==> config.mk <==
export PLATFORM = sky130hd
export DESIGN_NAME = dfwh_word_handler
export DESIGN_NICKNAME = d
export VERILOG_FILES = /design/src/core/dfwh_pkg.sv /design/src/core/dfwh_ref_if.sv /design/src/core/dfwh_word_handler.sv /design/src/core/dfwh_ref_shaper.sv
export SDC_FILE = /design/constraint.sdc
export NUM_CORES = 1
export LEC_CHECK = 0
export ABC_AREA = 1
export BUFFER_PORTS_ARGS = -buffer_cell sky130_fd_sc_hd__buf_2
export CAP_MARGIN = 15
export CELL_PAD_IN_SITES_DETAIL_PLACEMENT = 0
export CELL_PAD_IN_SITES_GLOBAL_PLACEMENT = 1
export CORE_ASPECT_RATIO = 2
export CORE_UTILIZATION = 35
export CTS_CLUSTER_SIZE = 10
export DETAILED_ROUTE_END_ITERATION = 8
export GPL_TIMING_DRIVEN = 0
export PLACE_DENSITY = 0.9
export SLEW_MARGIN = 0
export SYNTH_ARGS = -nofsm -noshare
export SYNTH_HDL_FRONTEND = slang
export SYNTH_SLANG_ARGS = --single-unit
==> constraint.sdc <==
create_clock -name mclk_i -period 3.8 [get_ports mclk_i]
set_clock_uncertainty 0.2 [all_clocks]
set_input_delay 0.38 -clock mclk_i [delete_from_list [all_inputs] [get_ports mclk_i]]
set_output_delay 0.38 -clock mclk_i [all_outputs]
set_load 0.03 [all_outputs]
==> src/core/dfwh_pkg.sv <==
// Constants and types shared by the fieldbus word handler
package dfwh_pkg;

  // ----------------------------------------
  // Command word bit positions
  // ----------------------------------------
  localparam int CW_HALT_A = 0;
  localparam int CW_HALT_B = 1;
  localparam int CW_HALT_C = 2;
  localparam int CW_COAST_N = 3;
  localparam int CW_JOG1 = 8;
  localparam int CW_JOG2 = 9;
  localparam int CW_DATA_OK = 10;
  localparam int CW_SLOW = 11;
  localparam int CW_CATCH = 12;

  // ----------------------------------------
  // Condition word bit positions
  // ----------------------------------------
  localparam int SW_CTRL_RDY = 0;
  localparam int SW_DRV_RDY = 1;
  localparam int SW_COAST_OK = 2;
  localparam int SW_TRIP = 3;
  localparam int SW_HALT_B = 4;
  localparam int SW_HALT_C = 5;
  localparam int SW_INHIBIT = 6;
  localparam int SW_WARN = 7;
  localparam int SW_AT_REF = 8;
  localparam int SW_SER_OK = 9;
  localparam int SW_IN_LIM = 10;
  localparam int SW_RUN = 11;
  localparam int SW_SPARE = 12;
  localparam int SW_VOLT = 13;
  localparam int SW_CUR_LIM = 14;
  localparam int SW_THERM = 15;

  // ----------------------------------------
  // Reset values, codes and limits
  // ----------------------------------------
  localparam logic [15:0] CMD_RST = 16'h0000;
  localparam logic [15:0] WORD_RST = 16'h0000;
  localparam logic [7:0] ADDR_RST = 8'h01;
  localparam logic [2:0] BAUD_RST = 3'h5;
  localparam logic [2:0] BAUD_MAX = 3'h5;
  localparam logic INHIBIT_RST = 1'b1;
  localparam logic [1:0] PROFILE_ALT = 2'h0;
  localparam logic [1:0] PROTO_NATIVE = 2'h0;
  localparam logic [1:0] PROTO_BAS = 2'h1;
  localparam logic [1:0] PROTO_RTU = 2'h3;
  localparam logic [7:0] ADDR_NATIVE_MAX = 8'hF7;
  localparam logic [7:0] ADDR_BAS_MAX = 8'hFF;
  localparam logic [7:0] ADDR_RTU_MAX = 8'hF7;
  localparam logic [7:0] ADDR_ONE = 8'h01;
  localparam logic signed [16:0] REF_POS_MAX = 17'sh07FFF;
  localparam logic signed [16:0] REF_NEG_MAX = 17'sh18001;

  // ----------------------------------------
  // State types
  // ----------------------------------------
  typedef struct packed {
    logic [15:0] cmd;
    logic [15:0] setpoint;
    logic [15:0] status;
    logic [15:0] freq;
    logic [7:0] addr;
    logic [2:0] baud;
    logic inhibit;
    logic trip_d;
    logic ramp_stop;
    logic start_ok;
    logic relay;
    logic refused;
  } dfwh_top_st_t;

  typedef struct packed {
    logic [15:0] freq;
    logic jog;
  } dfwh_shp_st_t;

endpackage

==> src/core/dfwh_ref_if.sv <==
// Signals between the word handler and its reference shaper
interface dfwh_ref_if;
  logic [15:0] setpoint;
  logic [15:0] adj_amt;
  logic [15:0] jog1_freq;
  logic [15:0] jog2_freq;
  logic slow;
  logic catch_up;
  logic jog1;
  logic jog2;
  logic [15:0] freq_cmd;
  logic jog_active;

  modport handler
  (
    output setpoint, adj_amt, jog1_freq, jog2_freq, slow, catch_up, jog1, jog2,
    input freq_cmd, jog_active
  );

  modport shaper
  (
    input setpoint, adj_amt, jog1_freq, jog2_freq, slow, catch_up, jog1, jog2,
    output freq_cmd, jog_active
  );
endinterface

==> src/core/dfwh_word_handler.sv <==
// Command and condition word handler for the alternative bus profile
// Operation
// - Words are interpreted only while the profile selection is option 0; in any profile the setpoint still passes and stop b/c sets inhibit.
// - Any of command bits 0,1,2 low requests a ramped stop.
// - With ramp-stop relay option, energise relay when output frequency is zero.
// - Command bits 0,1,2 all high permit start if other conditions hold.
// - Command bit 8 selects first bus jog frequency.
// - Command bit 9 selects second bus jog frequency.
// - Command bit 11 lowers the reference by the adjustment amount.
// - Command bit 12 raises the reference by the adjustment amount.
// - Bits 11 and 12 both high: lowering wins.
// - Condition bit 0 high only when bits 0,1,2 high and drive ready.
// - Condition bit 2 high only when command bits 0-3 high, no trip.
// - Condition bit 4 is the inverse of command bit 1.
// - Condition bit 5 is the inverse of command bit 2.
// - Start inhibit set at trip reset, stop b/c, power-up; cleared by pattern.
// - Condition word reports trip, warnings, speed, serial, limits, running flags.
// - Reference is signed 16-bit, 16384 is 100 percent, limit 32767.
// - Negative reference in two's complement reverses rotation.
// - Output frequency returned as signed 16-bit, 16384 is 100 percent.
// - Station address ranges by protocol; default address 1.
// - Station address changes from the serial link are refused.
// - Bit rate code 0-5 selects 300 to 9600; default 5.
module dfwh_word_handler
  import dfwh_pkg::*;
(
  input wire logic mclk_i,              // System clock, 250 MHz
  input wire logic srst_i,              // Synchronous reset, active high
  input wire logic [1:0] profile_i,     // Message profile selection
  input wire logic cmd_we_i,            // Command word write strobe
  input wire logic [15:0] cmd_word_i,   // Command word from the master
  input wire logic ref_we_i,            // Speed setpoint write strobe
  input wire logic [15:0] ref_word_i,   // Speed setpoint from the master
  input wire logic [15:0] adj_amt_i,    // Slow-down/catch-up amount
  input wire logic [15:0] jog1_freq_i,  // First bus jog frequency
  input wire logic [15:0] jog2_freq_i,  // Second bus jog frequency
  input wire logic [15:0] out_freq_i,   // Present output frequency from core
  input wire logic start_cond_i,        // Other start conditions met
  input wire logic relay_sel_i,         // Relay set to ramp-stop indication
  input wire logic drive_ready_i,       // Drive ready for operation
  input wire logic trip_i,              // Trip present
  input wire logic warn_i,              // Warning present
  input wire logic at_ref_i,            // Speed equals reference
  input wire logic ser_allowed_i,       // Serial control allowed
  input wire logic in_limits_i,         // Frequency within limits
  input wire logic running_i,           // Motor running
  input wire logic volt_warn_i,         // DC voltage warning
  input wire logic cur_limit_i,         // Current limit active
  input wire logic therm_warn_i,        // Thermal warning
  input wire logic [1:0] protocol_i,    // Serial protocol selection
  input wire logic loc_addr_we_i,       // Local unit address write
  input wire logic [7:0] loc_addr_i,    // Local unit address value
  input wire logic loc_baud_we_i,       // Local unit bit rate write
  input wire logic [2:0] loc_baud_i,    // Local unit bit rate code
  input wire logic ser_cfg_we_i,        // Serial attempt to change address/rate
  output logic [15:0] status_word_o,    // Condition word to the master
  output logic [15:0] out_freq_word_o,  // Output frequency word to the master
  output logic [15:0] speed_cmd_o,      // Shaped frequency command to core
  output logic jog_active_o,            // Jog frequency in use
  output logic ramp_stop_o,             // Ramped stop request
  output logic start_permit_o,          // Motor start permitted
  output logic relay_o,                 // Output relay energised
  output logic [7:0] station_addr_o,    // Station address
  output logic [2:0] baud_code_o,       // Serial bit rate code
  output logic cfg_refused_o            // Configuration write refused, pulse
);

  dfwh_top_st_t st_reg;
  dfwh_top_st_t st_next;
  logic active;
  logic halt_ok;
  logic inhibit_set;
  logic inhibit_clr;

  dfwh_ref_if rif ();

  // ----------------------------------------
  // Address range by protocol
  // ----------------------------------------
  function automatic logic addr_ok(input logic [1:0] proto, input logic [7:0] a);
    case (proto)
      PROTO_NATIVE: return a <= ADDR_NATIVE_MAX;
      PROTO_BAS: return a >= ADDR_ONE && a <= ADDR_BAS_MAX;
      PROTO_RTU: return a >= ADDR_ONE && a <= ADDR_RTU_MAX;
      default: return 1'b0;
    endcase
  endfunction

  // ----------------------------------------
  // Next state
  // ----------------------------------------
  always_comb
  begin
    st_next = st_reg;
    active = profile_i == PROFILE_ALT;
    halt_ok = &st_reg.cmd[CW_HALT_C:CW_HALT_A];
    if (cmd_we_i)
    begin
      st_next.cmd = cmd_word_i;
    end
    if (ref_we_i)
    begin
      st_next.setpoint = ref_word_i;
    end
    st_next.ramp_stop = active & ~halt_ok;
    st_next.start_ok = active & halt_ok & start_cond_i;
    st_next.relay = active & relay_sel_i & (out_freq_i == WORD_RST);
    st_next.freq = out_freq_i;
    // Inhibit set events win over the clearing pattern
    st_next.trip_d = trip_i;
    inhibit_set = (st_reg.trip_d & ~trip_i)
      | (cmd_we_i & st_reg.cmd[CW_HALT_B] & ~cmd_word_i[CW_HALT_B])
      | (cmd_we_i & st_reg.cmd[CW_HALT_C] & ~cmd_word_i[CW_HALT_C]);
    inhibit_clr = active & ~st_reg.cmd[CW_HALT_A] & st_reg.cmd[CW_HALT_B]
      & st_reg.cmd[CW_HALT_C] & st_reg.cmd[CW_DATA_OK];
    if (inhibit_set)
    begin
      st_next.inhibit = 1'b1;
    end
    else if (inhibit_clr)
    begin
      st_next.inhibit = 1'b0;
    end
    st_next.status = WORD_RST;
    if (active)
    begin
      st_next.status[SW_CTRL_RDY] = halt_ok & drive_ready_i;
      st_next.status[SW_DRV_RDY] = drive_ready_i;
      st_next.status[SW_COAST_OK] = &st_reg.cmd[CW_COAST_N:CW_HALT_A] & ~trip_i;
      st_next.status[SW_TRIP] = trip_i;
      st_next.status[SW_HALT_B] = ~st_reg.cmd[CW_HALT_B];
      st_next.status[SW_HALT_C] = ~st_reg.cmd[CW_HALT_C];
      st_next.status[SW_INHIBIT] = st_reg.inhibit;
      st_next.status[SW_WARN] = warn_i;
      st_next.status[SW_AT_REF] = at_ref_i;
      st_next.status[SW_SER_OK] = ser_allowed_i;
      st_next.status[SW_IN_LIM] = in_limits_i;
      st_next.status[SW_RUN] = running_i;
      st_next.status[SW_SPARE] = 1'b0;
      st_next.status[SW_VOLT] = volt_warn_i;
      st_next.status[SW_CUR_LIM] = cur_limit_i;
      st_next.status[SW_THERM] = therm_warn_i;
    end
    // Local unit writes only; any serial attempt is refused
    st_next.refused = ser_cfg_we_i;
    if (loc_addr_we_i)
    begin
      if (addr_ok(protocol_i, loc_addr_i))
      begin
        st_next.addr = loc_addr_i;
      end
      else
      begin
        st_next.refused = 1'b1;
      end
    end
    if (loc_baud_we_i)
    begin
      if (loc_baud_i <= BAUD_MAX)
      begin
        st_next.baud = loc_baud_i;
      end
      else
      begin
        st_next.refused = 1'b1;
      end
    end
  end

  always_ff @(posedge mclk_i)
  begin
    if (srst_i)
    begin
      st_reg <= '{cmd: CMD_RST, setpoint: WORD_RST, status: WORD_RST, freq: WORD_RST,
                  addr: ADDR_RST, baud: BAUD_RST, inhibit: INHIBIT_RST, trip_d: 1'b0,
                  ramp_stop: 1'b0, start_ok: 1'b0, relay: 1'b0, refused: 1'b0};
    end
    else
    begin
      st_reg <= st_next;
    end
  end

  // ----------------------------------------
  // Reference shaper
  // ----------------------------------------
  assign rif.setpoint = st_reg.setpoint;
  assign rif.adj_amt = adj_amt_i;
  assign rif.jog1_freq = jog1_freq_i;
  assign rif.jog2_freq = jog2_freq_i;
  assign rif.slow = active & st_reg.cmd[CW_SLOW];
  assign rif.catch_up = active & st_reg.cmd[CW_CATCH];
  assign rif.jog1 = active & st_reg.cmd[CW_JOG1];
  assign rif.jog2 = active & st_reg.cmd[CW_JOG2];

  dfwh_ref_shaper u_shaper
  (
    .mclk_i(mclk_i),
    .srst_i(srst_i),
    .rif(rif.shaper)
  );

  // ----------------------------------------
  // Outputs
  // ----------------------------------------
  assign status_word_o = st_reg.status;
  assign out_freq_word_o = st_reg.freq;
  assign speed_cmd_o = rif.freq_cmd;
  assign jog_active_o = rif.jog_active;
  assign ramp_stop_o = st_reg.ramp_stop;
  assign start_permit_o = st_reg.start_ok;
  assign relay_o = st_reg.relay;
  assign station_addr_o = st_reg.addr;
  assign baud_code_o = st_reg.baud;
  assign cfg_refused_o = st_reg.refused;

  // ----------------------------------------
  // Checks
  // ----------------------------------------
  a_profile_gate: assert property (@(posedge mclk_i) disable iff (srst_i)
    profile_i != PROFILE_ALT |=> !start_permit_o && !ramp_stop_o && status_word_o == 16'h0000)
    else $error("words interpreted outside the selected profile");
  a_ramp_stop_req: assert property (@(posedge mclk_i) disable iff (srst_i)
    profile_i == PROFILE_ALT && !(&st_reg.cmd[2:0]) |=> ramp_stop_o && !start_permit_o)
    else $error("ramped stop not requested");
  a_relay_zero: assert property (@(posedge mclk_i) disable iff (srst_i)
    profile_i == PROFILE_ALT && relay_sel_i |=> relay_o == ($past(out_freq_i) == 16'h0000))
    else $error("relay does not follow zero frequency");
  a_start_permit: assert property (@(posedge mclk_i) disable iff (srst_i)
    start_permit_o |-> $past(&st_reg.cmd[2:0] && start_cond_i))
    else $error("start permitted without conditions");
  a_ready_bit: assert property (@(posedge mclk_i) disable iff (srst_i)
    status_word_o[0] |-> $past(&st_reg.cmd[2:0] && drive_ready_i))
    else $error("ready bit set while halted or not ready");
  a_coast_bit: assert property (@(posedge mclk_i) disable iff (srst_i)
    status_word_o[2] |-> $past(&st_reg.cmd[3:0] && !trip_i))
    else $error("coasting bit set without all commands");
  a_status_inv: assert property (@(posedge mclk_i) disable iff (srst_i)
    profile_i == PROFILE_ALT |=> status_word_o[5:4] == ~$past(st_reg.cmd[2:1]))
    else $error("halt echo bits not inverted");
  a_inhibit_clear: assert property (@(posedge mclk_i) disable iff (srst_i)
    profile_i == PROFILE_ALT && !st_reg.trip_d && !cmd_we_i
    && st_reg.cmd[10:0] == 11'h406 |=> !st_reg.inhibit)
    else $error("start inhibit not cleared");
  a_spare_bit: assert property (@(posedge mclk_i) disable iff (srst_i)
    !status_word_o[12])
    else $error("unassigned condition bit set");
  a_addr_refuse: assert property (@(posedge mclk_i) disable iff (srst_i)
    ser_cfg_we_i && !loc_addr_we_i && !loc_baud_we_i
    |=> $stable(station_addr_o) && $stable(baud_code_o) && cfg_refused_o)
    else $error("serial configuration change accepted");
  a_addr_range: assert property (@(posedge mclk_i) disable iff (srst_i)
    loc_addr_we_i && protocol_i == PROTO_RTU && loc_addr_i > 8'hF7
    |=> $stable(station_addr_o) && cfg_refused_o)
    else $error("address outside range accepted");
  a_baud_range: assert property (@(posedge mclk_i) disable iff (srst_i)
    baud_code_o <= 3'h5)
    else $error("bit rate code out of range");

  a_ready_set: assert property (@(posedge mclk_i) disable iff (srst_i)
    profile_i == PROFILE_ALT && drive_ready_i && (&st_reg.cmd[2:0]) |=> status_word_o[0])
    else $error("ready bit not set while ready");

  a_coast_set: assert property (@(posedge mclk_i) disable iff (srst_i)
    profile_i == PROFILE_ALT && (&st_reg.cmd[3:0]) && !trip_i |=> status_word_o[2])
    else $error("coasting bit not set with all commands");

  a_status_flags: assert property (@(posedge mclk_i) disable iff (srst_i)
    profile_i == PROFILE_ALT
    |=> status_word_o[3] == $past(trip_i) && status_word_o[7] == $past(warn_i)
    && status_word_o[8] == $past(at_ref_i) && status_word_o[9] == $past(ser_allowed_i)
    && status_word_o[10] == $past(in_limits_i) && status_word_o[11] == $past(running_i)
    && status_word_o[13] == $past(volt_warn_i) && status_word_o[14] == $past(cur_limit_i)
    && status_word_o[15] == $past(therm_warn_i))
    else $error("condition flags do not follow their inputs");

  a_freq_echo: assert property (@(posedge mclk_i) disable iff (srst_i)
    !srst_i |=> out_freq_word_o == $past(out_freq_i))
    else $error("output frequency word not returned");

  a_inhibit_set: assert property (@(posedge mclk_i) disable iff (srst_i)
    cmd_we_i && st_reg.cmd[1] && !cmd_word_i[1] |=> st_reg.inhibit)
    else $error("start inhibit not set on halt request");

  a_jog_gate: assert property (@(posedge mclk_i) disable iff (srst_i)
    profile_i != PROFILE_ALT |=> !jog_active_o)
    else $error("jog used outside the selected profile");

  a_relay_gate: assert property (@(posedge mclk_i) disable iff (srst_i)
    !relay_sel_i |=> !relay_o)
    else $error("relay energised without its option");

  a_addr_hold: assert property (@(posedge mclk_i) disable iff (srst_i)
    !loc_addr_we_i |=> $stable(station_addr_o))
    else $error("address changed without a local write");

  a_baud_hold: assert property (@(posedge mclk_i) disable iff (srst_i)
    !loc_baud_we_i |=> $stable(baud_code_o))
    else $error("bit rate changed without a local write");

endmodule

==> src/core/dfwh_ref_shaper.sv <==
// Speed reference shaping: slow-down, catch-up, bus jog and clamping
module dfwh_ref_shaper
  import dfwh_pkg::*;
(
  input wire logic mclk_i,        // System clock
  input wire logic srst_i,        // Synchronous reset
  dfwh_ref_if.shaper rif          // Reference path to the handler
);

  dfwh_shp_st_t st_reg;
  dfwh_shp_st_t st_next;
  logic signed [16:0] base;
  logic signed [16:0] adj;
  logic signed [16:0] sum;

  // ----------------------------------------
  // Saturate to the symmetric 16-bit range
  // ----------------------------------------
  function automatic logic [15:0] sat16(input logic signed [16:0] v);
    if (v > REF_POS_MAX)
    begin
      return REF_POS_MAX[15:0];
    end
    if (v < REF_NEG_MAX)
    begin
      return REF_NEG_MAX[15:0];
    end
    return v[15:0];
  endfunction

  always_comb
  begin
    st_next = st_reg;
    base = signed'({rif.setpoint[15], rif.setpoint});
    adj = signed'({rif.adj_amt[15], rif.adj_amt});
    if (rif.slow)
    begin
      sum = base - adj;
    end
    else if (rif.catch_up)
    begin
      sum = base + adj;
    end
    else
    begin
      sum = base;
    end
    if (rif.jog1)
    begin
      st_next.freq = rif.jog1_freq;
    end
    else if (rif.jog2)
    begin
      st_next.freq = rif.jog2_freq;
    end
    else
    begin
      st_next.freq = sat16(sum);
    end
    st_next.jog = rif.jog1 | rif.jog2;
  end

  always_ff @(posedge mclk_i)
  begin
    if (srst_i)
    begin
      st_reg <= '{freq: WORD_RST, jog: 1'b0};
    end
    else
    begin
      st_reg <= st_next;
    end
  end

  assign rif.freq_cmd = st_reg.freq;
  assign rif.jog_active = st_reg.jog;

  // ----------------------------------------
  // Checks
  // ----------------------------------------
  a_slow_priority: assert property (@(posedge mclk_i) disable iff (srst_i)
    rif.slow && rif.catch_up && !rif.jog1 && !rif.jog2
    && $signed(rif.setpoint) > 16'sh0100 && rif.adj_amt == 16'h0001
    |=> $signed(rif.freq_cmd) == $signed($past(rif.setpoint)) - 16'sh0001)
    else $error("slow-down did not win over catch-up");
  a_jog_select: assert property (@(posedge mclk_i) disable iff (srst_i)
    rif.jog1 |=> rif.freq_cmd == $past(rif.jog1_freq) && rif.jog_active)
    else $error("first jog frequency not selected");
  a_ref_clamp: assert property (@(posedge mclk_i) disable iff (srst_i)
    !rif.jog_active |-> rif.freq_cmd != 16'h8000)
    else $error("reference left the symmetric range");

endmodule

==> impl_metrics.ini, run 1 <==
[outcome]
status = finished clean

[clock_network]
ctsResizeCount = 0
h-tree-depth = 3
cts_hold_buf = 0
cts_made_buffers = 9
clk_pin_slew_ns = 0.07
postCtsSetupBuffers = 0
cts_tree = yes
clockBufferDepth = 2
cts-root-buf = clkbuf_16
clock_latency_ns = 0.36
clock_sinks = 90

[synthesis]
yosys.area.top_type = dfxtp_1
yosysSeqAreaShare_pct = 30.2
syn_inst = 899
synth_fp_nets = 1063
synthArstFlopShare_pct = 0
synth_ff_type = dfxtp_1
syn_avg_cell_area_um2 = 6.63
ys_types = 45
synth-seq-cells = 90
synth_edf_count = 0
yosysTopAreaCellShare_pct = 30.2
yosys_warnings = 0
synth_area_leaders = dfxtp_1 (30%), nand2_1 (11%), nor2_1 (7.7%)
syn_area_um2 = 5960

[place]
dpl.hpwl_mm = 16.6
post_dp_cell_area_um2 = 7140
numPortBuffers = 185
place_inst = 1291
place.gp.congestion = 0.944

[global_routing]
overflow = 0
antenna_found_initial = 0
grt_pass1_vias = 6579
grt_usage_pct = 23.7
grt_max_degree = 16
grt_first_pass_wirelength_mm = 31.6

[drt]
drc = 0
drt_iter0_markers = 299
dr.pass1.iters = 5
viasPerCell = 4.87
wl_met1_mm = 6.72
dr_wl_met2_mm = 11.3
ant_nets = 0
met3_length_um = 843
post_drt_wl_per_cell_um = 15.4
drt_wl_total_mm = 20.2
dr.max_layer_used = met4
via_count = 6364

[hold_path]
hold_path_class = in2reg

[setup_path]
r2r_slack_ns = 0.73
cp-startpoint = rif.setpoint[0]
cp_common_cell = nand3_1
arrival_ns = 3.16
r2r_start = rif.setpoint[0]
rr_worst_depth = 19
crit_slowest_cell = fa_1
cp.depth = 19
worstPathCellList = inv_1, ha_1, fa_1, inv_1, nand3_1, nand2_1, nand2_1, nand2_1, nand3_1, a21oi_1, nor2_1, a21oi_2, nor2_1, nand3_1, nand2_2, nand2_2, buf_6, nand3_1, a31oi_1
cpLargestDelayFamily = simple AND/OR/NAND/NOR gates
cp-end-kind = flop
worstReg2RegEnd = u_shaper.rif.freq_cmd[8]
crit_end = u_shaper.rif.freq_cmd[8]
slowest_delay_ns = 0.40
cp_data_required_time_ns = 3.89
path_buf_inv = 3
crit_fanout = 10
start_kind = flop
path_class = reg2reg

[floorplanning]
die_x_um = 94.3
initial_core_util_pct = 35.7
io_pins = 194
die_height_um = 187
die_area_um2 = 17600
core_area_um2 = 16700
rows = 67

[layout]
multi_input_area_um2 = 3180
stdcell_count = 1307
layout_commonest_cell = buf_2
num-nets-final = 1259
final_util_pct = 44.8
antennaDiodeCount = 0
stdcell_area_um2 = 7480
fillers = 1792
ff_latch_area_um2 = 1800
syn_to_final_growth_pct = 25.6
mostFrequentLayoutCells = buf_2 (193), nand2_1 (175), nor2_1 (123)
drive_above_1_share_pct = 27.7

[sta]
layout_min_cycle_time_ns = 3.07
rsz0062_at_grt = no
drv_slew = 0
layout_worst_path_cycle_share_pct = 80.8
setup_viol_count_final = 0
slew-limit-headroom_pct = 53.0
final.setup.tns_ns = 0
fmax_ghz = 0.326
timing.final.hold_violations = 0
tightestPinTransition_ns = 0.705

[power]
leakage_nw = 4.09
ir_worst_vdd_v = 0.000347
total_power_w = 0.00286
power_density_nw_per_um2 = 382

[run]
max_cap_viol_count = 0
[cells by family after synthesis]
family	synth area share (%)
fa+ha+maj	7.39
other cells	0.0629
buf+inv	16.4
compound gates	14.5
simple gates	31.1
xor+xnor	0.294
flops	30.2
[per-stage QoR]
step	setup WS [ns]	hold WS, ns
2_1_floorplan	1.13	0.210
3_3_place_gp	0.643	0.227
3_5_place_dp	0.625	0.226
4_1_cts	0.747	0.0275
5_1_grt	0.464	0.0330
6_report	0.729	0.0314
[per-layer routing]
| layer | vias up | global-route usage [%] |
|---|---|---|
| li1 | 3212 | - |
| met1 | 2869 | 20.7 |
| met2 | 210 | 45.7 |
| met3 | 73 | 4.28 |
| met4 | 0 | 16.6 |
| met5 | - | 0 |
[cells in the mapped netlist, types with 2 or more instances]
| library cell | number |
|---|---|
| nand2_1 | 175 |
| inv_2 | 2 |
| nor3_1 | 8 |
| nand3_2 | 3 |
| dfxtp_1 | 90 |
| a21oi_2 | 10 |
| inv_1 | 118 |
| xor2_1 | 2 |
| buf_6 | 4 |
| or2_2 | 3 |
| nor2_1 | 123 |
| clkbuf_1 | 15 |
| o21ai_0 | 56 |
| a31oi_1 | 11 |
| nor4_1 | 5 |
| nor2_2 | 6 |
| o21a_1 | 6 |
| a21oi_1 | 44 |
| ha_1 | 32 |
| o211ai_1 | 6 |
| nand2_4 | 5 |
| fa_1 | 2 |
| nand3_1 | 70 |
| o21ai_1 | 5 |
| o21bai_1 | 4 |
| clkinv_1 | 2 |
| buf_2 | 8 |
| buf_4 | 47 |
| nand2_2 | 9 |
| nand4_1 | 13 |
[worst min-delay path, cell delays in order]
cell and delay [ns]:
buf_2 0.09, inv_1 0.04, nor2_1 0.03
[final cells by class]
class                      count  area share [%]
multi-input combinational    609            42.5
timing repair buffer         185            12.4
inverter                     124            6.31
tap                          207            3.46
clock inverter                 5            1.14
buffer                        76            6.79
sequential                    90            24.1
clock buffer                  11            3.38
[report_power, final]
group | switching (W) | total [W] | internal (W) | leakage [nW]
combinational | 0.000513 | 0.000794 | 0.000281 | 3.17
clock | 0.000407 | 0.00102 | 0.000617 | 0.168
sequential | 0.0000336 | 0.00104 | 0.00101 | 0.744
total | 0.000954 | 0.00286 | 0.00190 | 4.09
[worst min path at each step]
stage,startpoint,endpoint,slack [ns],depth (start not counted)
5_1_grt,running_i,status_word_o[11],0.03,3
3_3_place_gp,st_reg[5],status_word_o[6],0.23,2
2_1_floorplan,st_reg[5],status_word_o[6],0.21,2
4_1_cts,running_i,status_word_o[11],0.03,3
3_5_place_dp,st_reg[5],status_word_o[6],0.23,2
6_report,running_i,status_word_o[11],0.03,3
Power figures use the tool's default switching activity.
==> run 2, diff against run 1 <==
==> constraint.sdc (replaced) <==
create_clock -name mclk_i -period 3 [get_ports mclk_i]
set_clock_uncertainty 0.2 [all_clocks]
set_input_delay 0.3 -clock mclk_i [delete_from_list [all_inputs] [get_ports mclk_i]]
set_output_delay 0.3 -clock mclk_i [all_outputs]
set_load 0.03 [all_outputs]
==> run 2 against run 1 <==
Net effect:
- count of clock-buffer cells in the layout unchanged
- largest cell class unchanged
- first-iteration DRC count up 0.67%
- global-route usage up 0.86 points
- non-clock buffer count up 46
- routed wire length up 4.2%
- combinational power up 37%
- die area unchanged
- cell count up 3.5%
- worst setup slack worse by 0.57 ns
==> impl_metrics.ini, run 2 (synthesis gave the netlist of run 1 again) <==
[outcome]
status = finished clean

[sta]
layout_worst_path_cycle_share_pct = 94.8
fmax_ghz = 0.352
slew-limit-headroom_pct = 52.7
layout_min_cycle_time_ns = 2.84
drv_slew = 0
setup_slack_ns = 0.155
tightestPinTransition_ns = 0.710
rsz0062_at_grt = no
setup_viol_count_final = 0
timing.final.hold_violations = 0

[clock_network]
clock_sinks = 90
clockBufferDepth = 2
cts_tree = yes
cts_made_buffers = 9
h-tree-depth = 3
clk_pin_slew_ns = 0.07
clock_latency_ns = 0.36
cts-root-buf = clkbuf_16

[power]
power_frac_comb_pct = 29.5
total_power_w = 0.00371
switching_power_w = 0.00124
switching_share_pct = 33.4
power_density_nw_per_um2 = 458
intPower_w = 0.00247
ir_worst_vdd_v = 0.000447
p_seq_share_pct = 35.6
leakage_nw = 4.29
p_clk_share_pct = 35.0

[setup_path]
crit_slowest_cell = dfxtp_1
r2r_slack_ns = 0.16
cp-end-kind = flop
cp_data_required_time_ns = 3.08
start_kind = flop
path_buf_inv = 3
slowest_delay_ns = 0.35
crit_fanout = 8
worstPathCellList = ha_1, buf_4, inv_1, a21oi_2, nand2_1, a21oi_2, nand2_1, nand2_1, nand3_1, a21oi_2, nor2_2, nand3_1, nand2_2, nand2_2, buf_6, nand3_1, a31oi_1
arrival_ns = 2.93
cpLargestDelayFamily = compound AO/OA/AOI/OAI gates
path_class = reg2reg

[floorplanning]
die_x_um = 94.3
io_pins = 194
rows = 67
die_height_um = 187
initial_core_util_pct = 35.7
core_area_um2 = 16700
die_area_um2 = 17600

[place]
pre_cts_slack_ns = -0.0950
numPortBuffers = 185
dpl.hpwl_mm = 16.6
place_inst = 1291
place.gp.congestion = 0.944

[layout]
num-nets-final = 1305
syn_to_final_growth_pct = 35.8
drive_above_1_share_pct = 29.8
layout_commonest_cell = buf_2
antennaDiodeCount = 0
stdcell_count = 1353
mostFrequentLayoutCells = buf_2 (192), nand2_1 (168), nor2_1 (119)

[drt]
dr.pass1.iters = 5
drt_iter0_markers = 301
drc = 0
via_count = 6553
ant_nets = 0
post_drt_wl_per_cell_um = 15.6
drt_wl_total_mm = 21.0
viasPerCell = 4.84

[global_routing]
grt_max_degree = 16
overflow = 0
antenna_found_initial = 0
grt_pass1_vias = 6837
grt_first_pass_wirelength_mm = 32.7
grt_usage_pct = 24.5

[run]
max_cap_viol_count = 0

[hold_path]
hold_path_class = in2reg
-- run 2: changes by cell type in the layout (fill, tap and decap cells not counted), moves of 4 or more --
cell           previous run  this run
dfxtp_1                  90        86
nand2_2                   9        15
dlygate4sd3_1             0        44
a21oi_1                  44        38
a21oi_2                  10        14
nand2_1                 175       168
nand3_1                  70        66
nor2_1                  123       119
-- run 2: metal layers --
metal | up-vias | global-route usage, % | routed length (um)
li1 | 3303 | - | -
met1 | 2937 | 21.4 | 6910
met2 | 232 | 47.7 | 11800
met3 | 81 | 4.20 | 909
met4 | 0 | 17.2 | 1410
met5 | - | 0 | 0
-- run 2: worst min-delay path: stages --
cell	delay [ns]
buf_2	0.10
inv_1	0.06
nor2_1	0.05
-- run 2: repair_timing --
item	CTS	global route
resized for setup	2	43
endpoints found under the setup margin	5	15
gates cloned	0	1
pin swaps	0	10
hold endpoints to repair	45	0
setup buffers	0	2
hold buffers	44	0
-- run 2: path summary, 6_finish.rpt --
path	end	from	cells after the start
hold / removal	out_freq_word_o[1]	out_freq_i[1]	3
hold reg to reg	status_word_o[6]	st_reg[5]	2
setup reg to reg	u_shaper.rif.freq_cmd[10]	rif.setpoint[8]	17
setup / recovery	u_shaper.rif.freq_cmd[10]	rif.setpoint[8]	17
-- run 2: cell type report --
class	count	area, um2
buffer	75	505
timing repair buffer	232	1390
clock buffer	11	253
tap	207	259
multi-input combinational	609	3320
fill	1700	8590
inverter	124	472
sequential	90	1810
clock inverter	5	85.1
-- run 2: power by group through the flow --
stage          Sequential (W)  Clock, W  Combinational (W)
2_1_floorplan         0.00139         0           0.000624
3_3_place_gp          0.00134         0           0.000995
3_5_place_dp          0.00134         0           0.000998
4_1_cts               0.00132   0.00132            0.00105
5_1_grt               0.00133   0.00136            0.00120
6_report              0.00132   0.00130            0.00109
-- run 2: stage by stage --
stage | area (um2) | TNS [ns] | hold WS, ns | util [%]
after global placement | 7140 | -0.253 | 0.227 | 42.8
after global routing | 8090 | 0 | 0.0133 | 48.5
after CTS | 7930 | 0 | 0.0000285 | 47.5
after floorplan | 5960 | 0 | 0.207 | -
final | 8090 | 0 | 0.000540 | 48.5
after detailed placement | 7140 | -0.412 | 0.226 | 42.8
==> run 3, diff against run 2 <==
--- a/config.mk
+++ b/config.mk
@@ -6,16 +6,16 @@
 export NUM_CORES = 1
 export LEC_CHECK = 0
 export ABC_AREA = 1
-export BUFFER_PORTS_ARGS = -buffer_cell sky130_fd_sc_hd__buf_2
 export CAP_MARGIN = 15
 export CELL_PAD_IN_SITES_DETAIL_PLACEMENT = 0
 export CELL_PAD_IN_SITES_GLOBAL_PLACEMENT = 1
 export CORE_ASPECT_RATIO = 2
-export CORE_UTILIZATION = 35
+export CORE_UTILIZATION = 40
 export CTS_CLUSTER_SIZE = 10
 export DETAILED_ROUTE_END_ITERATION = 8
+export DONT_BUFFER_PORTS = 1
 export GPL_TIMING_DRIVEN = 0
-export PLACE_DENSITY = 0.9
+export PLACE_DENSITY = 0.87
 export SLEW_MARGIN = 0
 export SYNTH_ARGS = -nofsm -noshare
 export SYNTH_HDL_FRONTEND = slang
==> constraint.sdc (replaced) <==
create_clock -name mclk_i -period 2.56 [get_ports mclk_i]
set_clock_uncertainty 0.2 [all_clocks]
set_input_delay 0.256 -clock mclk_i [delete_from_list [all_inputs] [get_ports mclk_i]]
set_output_delay 0.256 -clock mclk_i [all_outputs]
set_load 0.03 [all_outputs]
==> run 3 against run 2 <==
Net effect:
- the flow now finishes with violations (hold timing, setup timing)
- worst setup slack got worse by 0.47 ns
- cell count fell by 9.2%
- combinational power up 16%
- first-iteration DRC count is 41% higher
- non-clock buffer count down 110
- sequential cell count unchanged
- die area is 12% lower
- utilization up 7.6 points
- worst hold slack got worse by 0.016 ns
- fmax shrank 1.1%
- critical endpoint is now u_shaper.rif.freq_cmd[5]
- largest cell class unchanged
- largest power group unchanged
==> impl_metrics.ini, run 3 (synthesis gave the netlist of run 1 again) <==
[setup_path]
arrival_ns = 2.93
slowest_delay_ns = 0.34
cp_data_required_time_ns = 2.61
cp-end-kind = flop
worstPathCellList = ha_1, buf_4, nor2_2, nand2_2, nor2_1, nand2_1, nand3_1, nand2_1, nand3_1, nand2_1, nand2_1, nand3_1, nor2_1, nand3_2, nand2_2, nand4_1, o211ai_1, nor2_2
path_buf_inv = 1
path_class = reg2reg
cp_common_cell = nand2_1
crit_slowest_cell = dfxtp_2
start_kind = flop
crit_fanout = 8
cpLargestDelayFamily = simple AND/OR/NAND/NOR gates

[place]
dpl.hpwl_mm = 16.1
place.gp.congestion = 0.963
place_inst = 1091
numPortBuffers = 0

[sta]
setup_slack_ns = -0.315
timing.final.hold_violations = 4
final.setup.tns_ns = -3.99
layout_worst_path_cycle_share_pct = 112
setup_viol_count_final = 15
fmax_ghz = 0.348
hold-worst-slack_ns = -0.0157
slew-limit-headroom_pct = 45.6
rsz0062_at_grt = yes
layout_min_cycle_time_ns = 2.88
tightestPinTransition_ns = 0.816
drv_slew = 0

[layout]
stdcell_count = 1229
antennaDiodeCount = 0
final_util_pct = 56.1
syn_to_final_growth_pct = 35.9
layout_commonest_cell = nand2_1
num-nets-final = 1196
mostFrequentLayoutCells = nand2_1 (152), nor2_1 (117), dlygate4sd3_1 (111)
drive_above_1_share_pct = 20.3

[clock_network]
clock_sinks = 90
clockBufferDepth = 2
h-tree-depth = 3
clk_pin_slew_ns = 0.08
clock_latency_ns = 0.36
cts-root-buf = clkbuf_16
cts_tree = yes
cts_made_buffers = 9

[floorplanning]
io_pins = 194
initial_core_util_pct = 41.3
rows = 62
die_area_um2 = 15400
die_height_um = 175
core_area_um2 = 14400
die_x_um = 88.3

[global_routing]
use_met3_pct = 5.10
grt_usage_pct = 28.8
grt_pass1_vias = 6678
use_met1_pct = 25.5
grt_first_pass_wirelength_mm = 33.0
use_met2_pct = 54.6
antenna_found_initial = 0
overflow = 0
grt_max_degree = 19
grt_busiest_layer = met2

[power]
leakage_nw = 3.84
ir_worst_vdd_v = 0.000497
power_density_nw_per_um2 = 522

[drt]
post_drt_wl_per_cell_um = 17.8
ant_nets = 0
drt_wl_total_mm = 21.9
drc = 0
drt_iter0_markers = 425
via_count = 6394
dr.pass1.iters = 6
viasPerCell = 5.20

[outcome]
violations = hold timing, setup timing
status = finished with violations

[hold_path]
hold_path_class = in2reg

[run]
max_cap_viol_count = 0
-- run 3: cell count changes in the layout (fill, tap and decap cells not counted), moves of 5 or more --
cell,change
buf_2,-186
buf_4,+7
dfxtp_1,-5
dlygate4sd3_1,+67
inv_1,-9
inv_2,+7
nand2_1,-16
nand2_2,+15
nand3_1,-7
-- run 3: cell type report --
| cell class | instances | area (um2) |
|---|---|---|
| flip-flops and latches | 90 | 1820 |
| multi-input cells | 610 | 3550 |
| inverters | 124 | 477 |
| well taps | 192 | 240 |
| plain buffers | 74 | 512 |
| fillers | 1373 | 6330 |
| clock inverters | 7 | 70.1 |
| clock buffers | 9 | 225 |
| repair buffers | 123 | 1200 |
-- run 3: worst paths after layout --
check / start / to / slack (ns) / cells after the start
max: rif.setpoint[8] / u_shaper.rif.freq_cmd[5] / -0.32 / 18
min: loc_addr_we_i / station_addr_o[3] / -0.02 / 3
max reg2reg: rif.setpoint[8] / u_shaper.rif.freq_cmd[5] / -0.32 / 18
min reg2reg: st_reg[5] / status_word_o[6] / 0.24 / 2
-- run 3: tightest hold or removal path: cells and delay by family --
kind | cells | cell delay, ns
and+or+nand+nor | 2 | 0.17
AOI/OAI and AO/OA | 1 | 0.08
-- run 3: power breakdown --
| group | switching [W] | internal [W] | leakage (nW) |
|---|---|---|---|
| sequential | 0.000128 | 0.00149 | 0.748 |
| clock | 0.000661 | 0.000685 | 0.141 |
| combinational | 0.000750 | 0.000510 | 2.95 |
-- run 3: repair_timing --
| action | CTS | global route |
|---|---|---|
| gates resized for setup | 52 | 50 |
| cloned | 1 | 1 |
| setup buffers | 6 | 5 |
| hold endpoints to repair | 85 | 0 |
| pin swaps | 23 | 10 |
| endpoints found under the setup margin | 15 | 17 |
| hold buffers | 111 | 0 |
-- run 3: metrics by stage --
| step | power (W) | instance area (um2) | setup slack (ns) | hold slack [ns] |
|---|---|---|---|---|
| final | 0.00423 | 8100 | -0.315 | -0.0157 |
| after detailed placement | 0.00260 | 6230 | -0.421 | 0.167 |
| after global routing | 0.00440 | 8100 | -0.446 | 0.00443 |
| after global placement | 0.00260 | 6230 | -0.438 | 0.166 |
| after CTS | 0.00415 | 7900 | -0.302 | 0.00479 |
| after floorplan | 0.00237 | 5990 | 0.00681 | 0.163 |
-- run 3: routing by layer --
layer | vias up | wire length (um)
met5 | - | 0
met4 | 0 | 1640
met3 | 97 | 1070
met2 | 293 | 12000
met1 | 2908 | 7170
li1 | 3096 | -
